### src/cmp_ctrl_defines.vh
// Register offsets, bit positions and reset values for the comparator control block.
`ifndef CMP_CTRL_DEFINES_VH
`define CMP_CTRL_DEFINES_VH
`define ADDR_CMP_ONE_CTRL 2'h0
`define ADDR_CMP_TWO_CTRL 2'h1
`define ADDR_CMP_SHARED_CTRL 2'h2
`define ADDR_PORT_READ 2'h3
`define BIT_CTRL_ON 7
`define BIT_CTRL_OUT 6
`define BIT_CTRL_NONINV_SEL 2
`define BIT_MIRROR_ONE 7
`define BIT_MIRROR_TWO 6
`define BIT_REF_ONE 5
`define BIT_REF_TWO 4
`define BIT_HYS_ONE 3
`define BIT_HYS_TWO 2
`define BIT_SYNC_ONE 1
`define BIT_SYNC_TWO 0
`define CTRL_WR_MASK 8'hbf
`define SHARED_WR_MASK 8'h3f
`define BYTE_ZERO 8'h00
`define BIT_CLEAR 1'h0
`define SHARED_CFG_MSB 5
`define SHARED_CFG_LSB 0
`define PORT_BYTE_MSB 7
`define PORT_BYTE_LSB 0
`endif

### src/comparator_output_control.v
// Digital control of two comparators: registers, reference routing, output sync, port read.
//
// The placing of the registers and strobed register access were decided locally.
`timescale 1ns/100ps
`include "cmp_ctrl_defines.vh"

module comparator_output_control #(
    parameter PORT_W = 8
) (
    // Clock and reset
    input wire core_clk,
    input wire resetn,
    // Register port
    input wire [1:0] reg_addr,
    input wire [7:0] reg_wdata,
    input wire reg_wr,
    input wire reg_rd,
    output reg [7:0] reg_rdata,
    // Analog comparator raw outputs (already polarity-applied)
    input wire cmp_one_raw,
    input wire cmp_two_raw,
    // Prescaled timer clock edge pulse, same pulse that increments the counter
    input wire timer_one_tick,
    // Port pins and analog selection
    input wire [PORT_W-1:0] port_pins,
    input wire [PORT_W-1:0] analog_sel,
    // Comparator outputs after optional synchronisation
    output reg cmp_one_output_bit,
    output reg cmp_two_output_bit,
    // Analog steering
    output reg cmp_one_ref_choice,
    output reg cmp_two_ref_choice,
    output reg cmp_one_hysteresis_en,
    output reg cmp_two_hysteresis_en,
    output reg cmp_one_ref_to_input,
    output reg cmp_two_ref_to_input,
    // Mismatch latch clear pulses
    output reg cmp_one_mismatch_clr,
    output reg cmp_two_mismatch_clr
);

// ------------------------------------------------------------
// Register storage and internal nets
// ------------------------------------------------------------
reg [7:0] cmp_one_control_r;
reg [7:0] cmp_one_control_nxt;
reg [7:0] cmp_two_control_r;
reg [7:0] cmp_two_control_nxt;
reg [7:0] shared_ctrl_r;
reg [7:0] shared_ctrl_nxt;
reg sync_one_r;
reg sync_one_nxt;
reg sync_two_r;
reg sync_two_nxt;
reg [7:0] rdata_nxt;
reg [7:0] reg_rdata_nxt;
reg cmp_one_mismatch_clr_nxt;
reg cmp_two_mismatch_clr_nxt;
wire out_one_nxt;
wire out_two_nxt;
wire [7:0] shared_view;
wire [7:0] port_view;
wire wr_one_hit;
wire wr_two_hit;
wire wr_shared_hit;
wire acc_one_hit;
wire acc_two_hit;

// ------------------------------------------------------------
// Helper functions
// ------------------------------------------------------------
// Read-modify-write merge: bits outside the mask keep their stored value.
function [7:0] merge_wr;
    input [7:0] old_val;
    input [7:0] new_val;
    input [7:0] mask;
    begin
        merge_wr = (old_val & ~mask) | (new_val & mask);
    end
endfunction

// True when the strobe is high and the index selects the given register.
function addr_hit;
    input strobe;
    input [1:0] addr;
    input [1:0] target;
    begin
        addr_hit = strobe && (addr == target);
    end
endfunction

// Takes the latched copy in synchronous mode and the live level otherwise.
function pick_output;
    input sync_mode;
    input latched;
    input live;
    begin
        pick_output = sync_mode ? latched : live;
    end
endfunction

// Control register view: the selected output takes the place of the stored bit.
function [7:0] ctrl_view;
    input [7:0] stored;
    input live_out;
    begin
        ctrl_view = stored;
        ctrl_view[`BIT_CTRL_OUT] = live_out;
    end
endfunction

// ------------------------------------------------------------
// Access decode
// ------------------------------------------------------------
assign wr_one_hit = addr_hit(reg_wr, reg_addr, `ADDR_CMP_ONE_CTRL);
assign wr_two_hit = addr_hit(reg_wr, reg_addr, `ADDR_CMP_TWO_CTRL);
assign wr_shared_hit = addr_hit(reg_wr, reg_addr, `ADDR_CMP_SHARED_CTRL);
// Every write starts with a read, so both strobes count as a control access.
assign acc_one_hit = addr_hit(reg_wr || reg_rd, reg_addr, `ADDR_CMP_ONE_CTRL);
assign acc_two_hit = addr_hit(reg_wr || reg_rd, reg_addr, `ADDR_CMP_TWO_CTRL);

// ------------------------------------------------------------
// Output synchronisation latches
// ------------------------------------------------------------
// The tick is the prescaled timer edge that also advances the counter, so the
// latch and the count move on one edge and cannot race each other.
always @* begin
    sync_one_nxt = sync_one_r;
    sync_two_nxt = sync_two_r;
    if (timer_one_tick) begin
        sync_one_nxt = cmp_one_raw;
        sync_two_nxt = cmp_two_raw;
    end
end

always @(posedge core_clk or negedge resetn) begin
    if (!resetn) begin
        sync_one_r <= `BIT_CLEAR;
        sync_two_r <= `BIT_CLEAR;
    end else begin
        sync_one_r <= sync_one_nxt;
        sync_two_r <= sync_two_nxt;
    end
end

// ------------------------------------------------------------
// Output selection
// ------------------------------------------------------------
// With the sync bit clear the live level passes straight through.
assign out_one_nxt = pick_output(shared_ctrl_r[`BIT_SYNC_ONE], sync_one_r,
    cmp_one_raw);
assign out_two_nxt = pick_output(shared_ctrl_r[`BIT_SYNC_TWO], sync_two_r,
    cmp_two_raw);

// ------------------------------------------------------------
// Control register next values
// ------------------------------------------------------------
// The output bit of a control register is a live copy and is never stored.
always @* begin
    cmp_one_control_nxt = cmp_one_control_r;
    if (wr_one_hit) begin
        cmp_one_control_nxt = merge_wr(cmp_one_control_r, reg_wdata, `CTRL_WR_MASK);
    end
end

always @* begin
    cmp_two_control_nxt = cmp_two_control_r;
    if (wr_two_hit) begin
        cmp_two_control_nxt = merge_wr(cmp_two_control_r, reg_wdata, `CTRL_WR_MASK);
    end
end

// Writes into the mirror positions are masked off here.
always @* begin
    shared_ctrl_nxt = shared_ctrl_r;
    if (wr_shared_hit) begin
        shared_ctrl_nxt = merge_wr(shared_ctrl_r, reg_wdata, `SHARED_WR_MASK);
    end
end

// ------------------------------------------------------------
// Control register flip-flops
// ------------------------------------------------------------
always @(posedge core_clk or negedge resetn) begin
    if (!resetn) begin
        cmp_one_control_r <= `BYTE_ZERO;
        cmp_two_control_r <= `BYTE_ZERO;
        shared_ctrl_r <= `BYTE_ZERO;
    end else begin
        cmp_one_control_r <= cmp_one_control_nxt;
        cmp_two_control_r <= cmp_two_control_nxt;
        shared_ctrl_r <= shared_ctrl_nxt;
    end
end

// ------------------------------------------------------------
// Read path
// ------------------------------------------------------------
// The mirror bits are rebuilt from the selected outputs on every read, so both
// comparators are seen in one access without skew.
assign shared_view = {out_one_nxt, out_two_nxt,
    shared_ctrl_r[`SHARED_CFG_MSB:`SHARED_CFG_LSB]};
// Pins set to analog read as zero whatever level they carry.
assign port_view = port_pins[`PORT_BYTE_MSB:`PORT_BYTE_LSB]
    & ~analog_sel[`PORT_BYTE_MSB:`PORT_BYTE_LSB];

always @* begin
    case (reg_addr)
        `ADDR_CMP_ONE_CTRL: begin
            rdata_nxt = ctrl_view(cmp_one_control_r, out_one_nxt);
        end
        `ADDR_CMP_TWO_CTRL: begin
            rdata_nxt = ctrl_view(cmp_two_control_r, out_two_nxt);
        end
        `ADDR_CMP_SHARED_CTRL: begin
            rdata_nxt = shared_view;
        end
        `ADDR_PORT_READ: begin
            rdata_nxt = port_view;
        end
        default: begin
            rdata_nxt = `BYTE_ZERO;
        end
    endcase
end

// Read data stand only in the cycle after the strobe and are zero otherwise.
always @* begin
    reg_rdata_nxt = `BYTE_ZERO;
    if (reg_rd) begin
        reg_rdata_nxt = rdata_nxt;
    end
end

always @(posedge core_clk or negedge resetn) begin
    if (!resetn) begin
        reg_rdata <= `BYTE_ZERO;
    end else begin
        reg_rdata <= reg_rdata_nxt;
    end
end

// ------------------------------------------------------------
// Mismatch latch clear pulses
// ------------------------------------------------------------
// Only control register accesses disturb the mismatch latches; shared register
// and port reads never do.
always @* begin
    cmp_one_mismatch_clr_nxt = acc_one_hit;
    cmp_two_mismatch_clr_nxt = acc_two_hit;
end

always @(posedge core_clk or negedge resetn) begin
    if (!resetn) begin
        cmp_one_mismatch_clr <= `BIT_CLEAR;
        cmp_two_mismatch_clr <= `BIT_CLEAR;
    end else begin
        cmp_one_mismatch_clr <= cmp_one_mismatch_clr_nxt;
        cmp_two_mismatch_clr <= cmp_two_mismatch_clr_nxt;
    end
end

// ------------------------------------------------------------
// Comparator output flip-flops
// ------------------------------------------------------------
always @(posedge core_clk or negedge resetn) begin
    if (!resetn) begin
        cmp_one_output_bit <= `BIT_CLEAR;
        cmp_two_output_bit <= `BIT_CLEAR;
    end else begin
        cmp_one_output_bit <= out_one_nxt;
        cmp_two_output_bit <= out_two_nxt;
    end
end

// ------------------------------------------------------------
// Analog steering
// ------------------------------------------------------------
// A set reference choice selects the fixed reference, a clear one the programmable.
always @(posedge core_clk or negedge resetn) begin
    if (!resetn) begin
        cmp_one_ref_choice <= `BIT_CLEAR;
        cmp_two_ref_choice <= `BIT_CLEAR;
        cmp_one_hysteresis_en <= `BIT_CLEAR;
        cmp_two_hysteresis_en <= `BIT_CLEAR;
    end else begin
        cmp_one_ref_choice <= shared_ctrl_r[`BIT_REF_ONE];
        cmp_two_ref_choice <= shared_ctrl_r[`BIT_REF_TWO];
        cmp_one_hysteresis_en <= shared_ctrl_r[`BIT_HYS_ONE];
        cmp_two_hysteresis_en <= shared_ctrl_r[`BIT_HYS_TWO];
    end
end

// A set control bit sends the internal reference node to the input, else the pin.
always @(posedge core_clk or negedge resetn) begin
    if (!resetn) begin
        cmp_one_ref_to_input <= `BIT_CLEAR;
        cmp_two_ref_to_input <= `BIT_CLEAR;
    end else begin
        cmp_one_ref_to_input <= cmp_one_control_r[`BIT_CTRL_NONINV_SEL];
        cmp_two_ref_to_input <= cmp_two_control_r[`BIT_CTRL_NONINV_SEL];
    end
end

endmodule // comparator_output_control

### config.mk
export PLATFORM = sky130hd
export DESIGN_NAME = comparator_output_control
export DESIGN_NICKNAME = d
export VERILOG_FILES = /design/src/comparator_output_control.v
export VERILOG_INCLUDE_DIRS = /design/src
export SDC_FILE = /design/constraint.sdc
export NUM_CORES = 1
export LEC_CHECK = 0
export BUFFER_PORTS_ARGS = -buffer_cell sky130_fd_sc_hd__buf_2
export CORE_MARGIN = 5
export CORE_UTILIZATION = 45
export DETAILED_ROUTE_END_ITERATION = 10
export MAX_ROUTING_LAYER = met4
export PLACE_DENSITY = 0.77
export REMOVE_ABC_BUFFERS = 1
export SLEW_MARGIN = 30
export SYNTH_ARGS = -nofsm -noshare
export SYNTH_HDL_FRONTEND = slang
export SYNTH_SLANG_ARGS = --single-unit
### constraint.sdc
create_clock -name core_clk -period 1.1 [get_ports core_clk]
set_input_delay 0.055 -clock core_clk [delete_from_list [all_inputs] [get_ports core_clk]]
set_output_delay 0.055 -clock core_clk [all_outputs]
set_load 0.02 [all_outputs]
### After elaboration in Yosys (flattened, before gate mapping)

Index checks and enable logic that the tools add are counted.

* register bits after elaboration: 44
* input bits: 33
* output and inout bits: 18
* word-level logic and storage cells: 35

* eq/ne operators: 3
* muxes and demuxes: 4
* bitwise operators: 5
* reduce and logical (&&, ||, !) cells: 7

Operators with widths (number)
* 8-bit case mux with 4 select lines: 1
* 7-bit by 8-bit bitwise OR with 8-bit output: 2
* 8-bit bitwise AND: 1
* 8-bit 2-to-1 mux: 1
* 8-bit NOT: 1
* 8-bit by 6-bit bitwise OR with 8-bit output: 1
* 1-bit logical AND: 5
* 2-bit == test, second input constant: 2
* 2-bit by 1-bit == test with 1-bit output, second input constant: 1
* 2-bit zero test: 1
* 1-bit 2-to-1 mux: 2
* 1-bit logical OR: 1

### Depth between registers and ports, before layout

* depth after elaboration: 4
* mapped depth: 5

### Least setup slack after synthesis

No wires, ideal clock.

* kind: register -> register
* start: register shared_ctrl_r[1]
* end: register reg_rdata[1]
* library setup time: 119 ps
* arrival: 990 ps
* path slack: -9 ps
* stages on the path, launching flop included: 3
* cells stage by stage: dfrtp_1 > mux4_1 > and2_1

* word-level cells in the longest chain between the ends: 2

Ends and longest elaborated chain
* start: declaration: line comparator_output_control.v:49 `reg [7:0] shared_ctrl_r;`
* start signal: assignment: line comparator_output_control.v:188 `` shared_ctrl_r <= `BYTE_ZERO; ``
* start signal: assignment: line comparator_output_control.v:192 `shared_ctrl_r <= shared_ctrl_nxt;`
* 8-bit case mux with 4 select lines: line comparator_output_control.v:208 `case (reg_addr)`
* 8-bit 2-to-1 mux: line comparator_output_control.v:230 `if (reg_rd) begin`
* named net reg_rdata_nxt[1]: line comparator_output_control.v:56 `reg [7:0] reg_rdata_nxt;`
* end signal: assignment: line comparator_output_control.v:237 `` reg_rdata <= `BYTE_ZERO; ``
* end signal: assignment: line comparator_output_control.v:239 `reg_rdata <= reg_rdata_nxt;`
* end: declaration: line comparator_output_control.v:18 `output reg [7:0] reg_rdata,`

The timed path passes the listed nets, and every way through them passes these cells.
A chain may end at the register's enable or synchronous reset.

### Final worst setup path

* start: register shared_ctrl_r[0]
* end: register reg_rdata[6]

* word-level cells in the longest chain between the ends: 3

Ends and longest elaborated chain
* 1-bit 2-to-1 mux: line comparator_output_control.v:98 `pick_output = sync_mode ? latched : live;`
* named net out_two_nxt: line comparator_output_control.v:60 `wire out_two_nxt;`
* 8-bit case mux with 4 select lines: line comparator_output_control.v:208
* 8-bit 2-to-1 mux: line comparator_output_control.v:230
* named net reg_rdata_nxt[6]: line comparator_output_control.v:56

The timed path passes the listed nets, and every way through them passes these cells.

==> summary.txt <==
Status
  • Status: finished with violations
  • Failing checks: setup timing

Timing
  • Final setup vio count: 4
  • Slew HR: 0.711
  • Worst setup margin: -88.7 ps
  • RSZ-0062 raised after global routing: yes
  • Final max-slew violation count: 0
  • Final setup skew: 4.44 ps
  • Peak Freq: 841 MHz
  • Worst-Margin Slew: 434 ps
  • Period minus WS final: 1190 ps
  • Tcrit/Tclk final: 1.08
  • Final Hold Viols: 0

Clock network
  • Inserted Clock Buffers: 5
  • Clock Root Buffer: clkbuf_8
  • Htree depth: 2
  • CTS tree: built
  • Clock sink count: 40
  • Clk slew on worst S/H paths: 80 ps
  • Bufs on Longest Clock Path: 2
  • Clk Latency, worst-skew pair: 290 ps

Critical path
  • Startpoint Class: register
  • Worst-path maximum fanout: 3
  • Worst setup EP type: register
  • CP Class: register to register
  • WP data arrival: 1370 ps
  • Critical path startpoint: shared_ctrl_r[0]$_DFFE_PN0P_
  • CP Data Required Time: 1280 ps
  • FF-to-FF Start: shared_ctrl_r[0]$_DFFE_PN0P_

GRT
  • Pin count of the biggest net entering global routing: 23
  • Initial antenna violation count: 0
  • Vias in the first global route: 1251
  • Overflow after GRT: 0
  • First-pass GRT wire length: 6.00 mm
  • Gr usage total: 0.163

Drt
  • Drt pass-1 iters: 4
  • DR iter-0 viols: 86
  • Wire per inst: 15.4 µm
  • Via density: 4.92
  • Residual DRC: 0
  • Vias after detailed routing: 1121
  • Final ANT Viol Nets: 0
  • Final WL: 3.52 mm

Floorplan
  • Placement Rows: 22
  • I/O pin count: 51
  • Die H: 70.5 µm
  • CORE AREA: 3610 µm²
  • Die area: 4970 µm²
  • Initial Util: 0.457
  • Die W: 70.5 µm

Synth
  • Synth unique cells: 24
  • Synth top area share: 0.607
  • Mapped Area: 1650 µm²
  • Seq/Total Area, Yosys: 0.607
  • Commonest register cell after synthesis: dfrtp_1
  • Synth area leader: dfrtp_1
  • Top cells by area, synth: dfrtp_1 61%, mux2_2 16%, mux4_1 4.8%
  • Mapped Cells: 105
  • Yosys warns: 0
  • Most frequent cell after synthesis: dfrtp_1
  • Ys async rst share: 1.00
  • Average size of a mapped cell: 15.7 µm²
  • Post-synth top cells: 40 x dfrtp_1, 23 x mux2_2, 8 x nor2b_1, 7 x and2_1
  • Number of synthesized flops with an enable pin: 0
  • Synth Register Bits: 40

Pwr
  • Pwr dens: 1640 nW/µm²
  • Reg power frac: 0.507
  • Sw frac: 0.272
  • Combinational power share: 0.231
  • Net switching power: 0.000979 W
  • Static leakage: 1.08 nW
  • Max IR drop VDD: 0.766 mV
  • P_int: 0.00262 W
  • Clock network power share: 0.263

Finish
  • Post-route cell area: 2190 µm²
  • # fillers: 285
  • Non-filler instance count after layout: 228
  • Layout Nets: 212
  • Diodes inserted: 0
  • Share of cells above drive strength 1: 0.633
  • Area grow syn2layout: 33.2%

Placed design
  • HPWL after detailed placement: 2.61 mm
  • Placed instance area: 2030 µm²
  • Placed insts: 212
  • GPL Wtd Cong: 0.802
  • Buffers on Ports: 49

Flow run
  • Max-cap violations: 0

Hold path
  • HP Start: reg_wdata[7]
  • Worst Hold Class: input pin to register
-- flip-flops by register name (all words and copies together) (netlist names), 6 cells and up --
name and cells:
reg_rdata 8, cmp_one_control_r 7, shared_ctrl_r 6, cmp_two_control_r 7
-- power groups by stage --
stage                     Clock [W]  Sequential (W)  Combinational [W]
after floorplan                   0         0.00194           0.000291
after CTS                  0.000973         0.00182           0.000795
after detailed placement          0         0.00184           0.000734
after global routing        0.00103         0.00185           0.000901
final                      0.000945         0.00182           0.000829
after global placement            0         0.00183           0.000708
-- per-stage QoR --
| stage | TNS [ps] | total power [W] | utilization | hold slack, ps | setup WS (ps) |
|---|---|---|---|---|---|
| 2_1_floorplan | -12.4 | 0.00223 | - | -241 | -8.94 |
| 3_3_place_gp | -1870 | 0.00253 | 0.564 | 5.05 | -136 |
| 3_5_place_dp | -2400 | 0.00258 | 0.564 | 21.7 | -171 |
| 4_1_cts | -185 | 0.00359 | 0.599 | 6.37 | -73.9 |
| 5_1_grt | -414 | 0.00378 | 0.609 | 14.1 | -118 |
| 6_report | -190 | 0.00359 | 0.609 | 19.5 | -88.7 |
-- critical path, stage by stage, from the launching register on --
cell	delay, ps
dfrtp_1	440
mux2_4	330
o21bai_1	150
and4_1	170
-- metal layers --
layer / track usage / vias up / part of all wire
met3: 0.0504 / 7 / 0.059
met2: 0.262 / 40 / 0.51
met5: - / - / 0
li1: - / 520 / -
met1: 0.190 / 554 / 0.41
met4: 0.0638 / 0 / 0.023
-- logic make-up after synthesis --
family / after synthesis / share of synthesized area
DFF: 40 / 0.607
muxes: 30 / 0.252
and+or+nand+nor: 27 / 0.100
buffers and inverters: 5 / 0.0243
AOI/OAI and AO/OA: 3 / 0.0159
-- path summary, 6_finish.rpt --
check	depth (start not counted)	slack, ps	end
min in group asynchronous	2	230	reg_rdata[5]$_DFF_PN0_
worst min-delay path	2	20	cmp_two_control_r[7]$_DFFE_PN0P_
max in group asynchronous	3	400	cmp_two_control_r[7]$_DFFE_PN0P_
worst max register to register	3	-90	reg_rdata[6]$_DFF_PN0_
worst min register to register	1	500	cmp_one_ref_to_input$_DFF_PN0_
worst max-delay path	3	-90	reg_rdata[6]$_DFF_PN0_
-- repair_timing --
action,CTS,global route
hold endpoints to repair,18,0
resized for setup,6,3
hold buffers,1,0
setup endpoints to repair,7,8
setup buffers,4,3
pin swaps,5,1
-- cell type report --
type,instances,area [µm²],share of cell area
clock inverter,3,18.8,0.00855
tap,48,60.1,0.0274
timing repair buffer,71,425,0.194
inverter,1,3.75,0.00171
clock buffer,5,68.8,0.0314
multi-input combinational,60,617,0.281
sequential,40,1000,0.456
-- placed cells by master, fill, tap and decap left out, drive strengths merged --
cell         instances
and2                 7
and2b                2
and4                 1
buf                 70
clkbuf               5
clkinv               3
dfrtp               40
dlygate4sd3          1
inv                  1
mux2                23
mux2i                1
mux4                 6
nand2                3
nand2b               1
nand3                1
nand4b               1
nor2                 2
nor2b                8
nor3                 1
o21bai               1
o221ai               1
o311a                1
No activity file was read; power rests on OpenSTA's default activity.
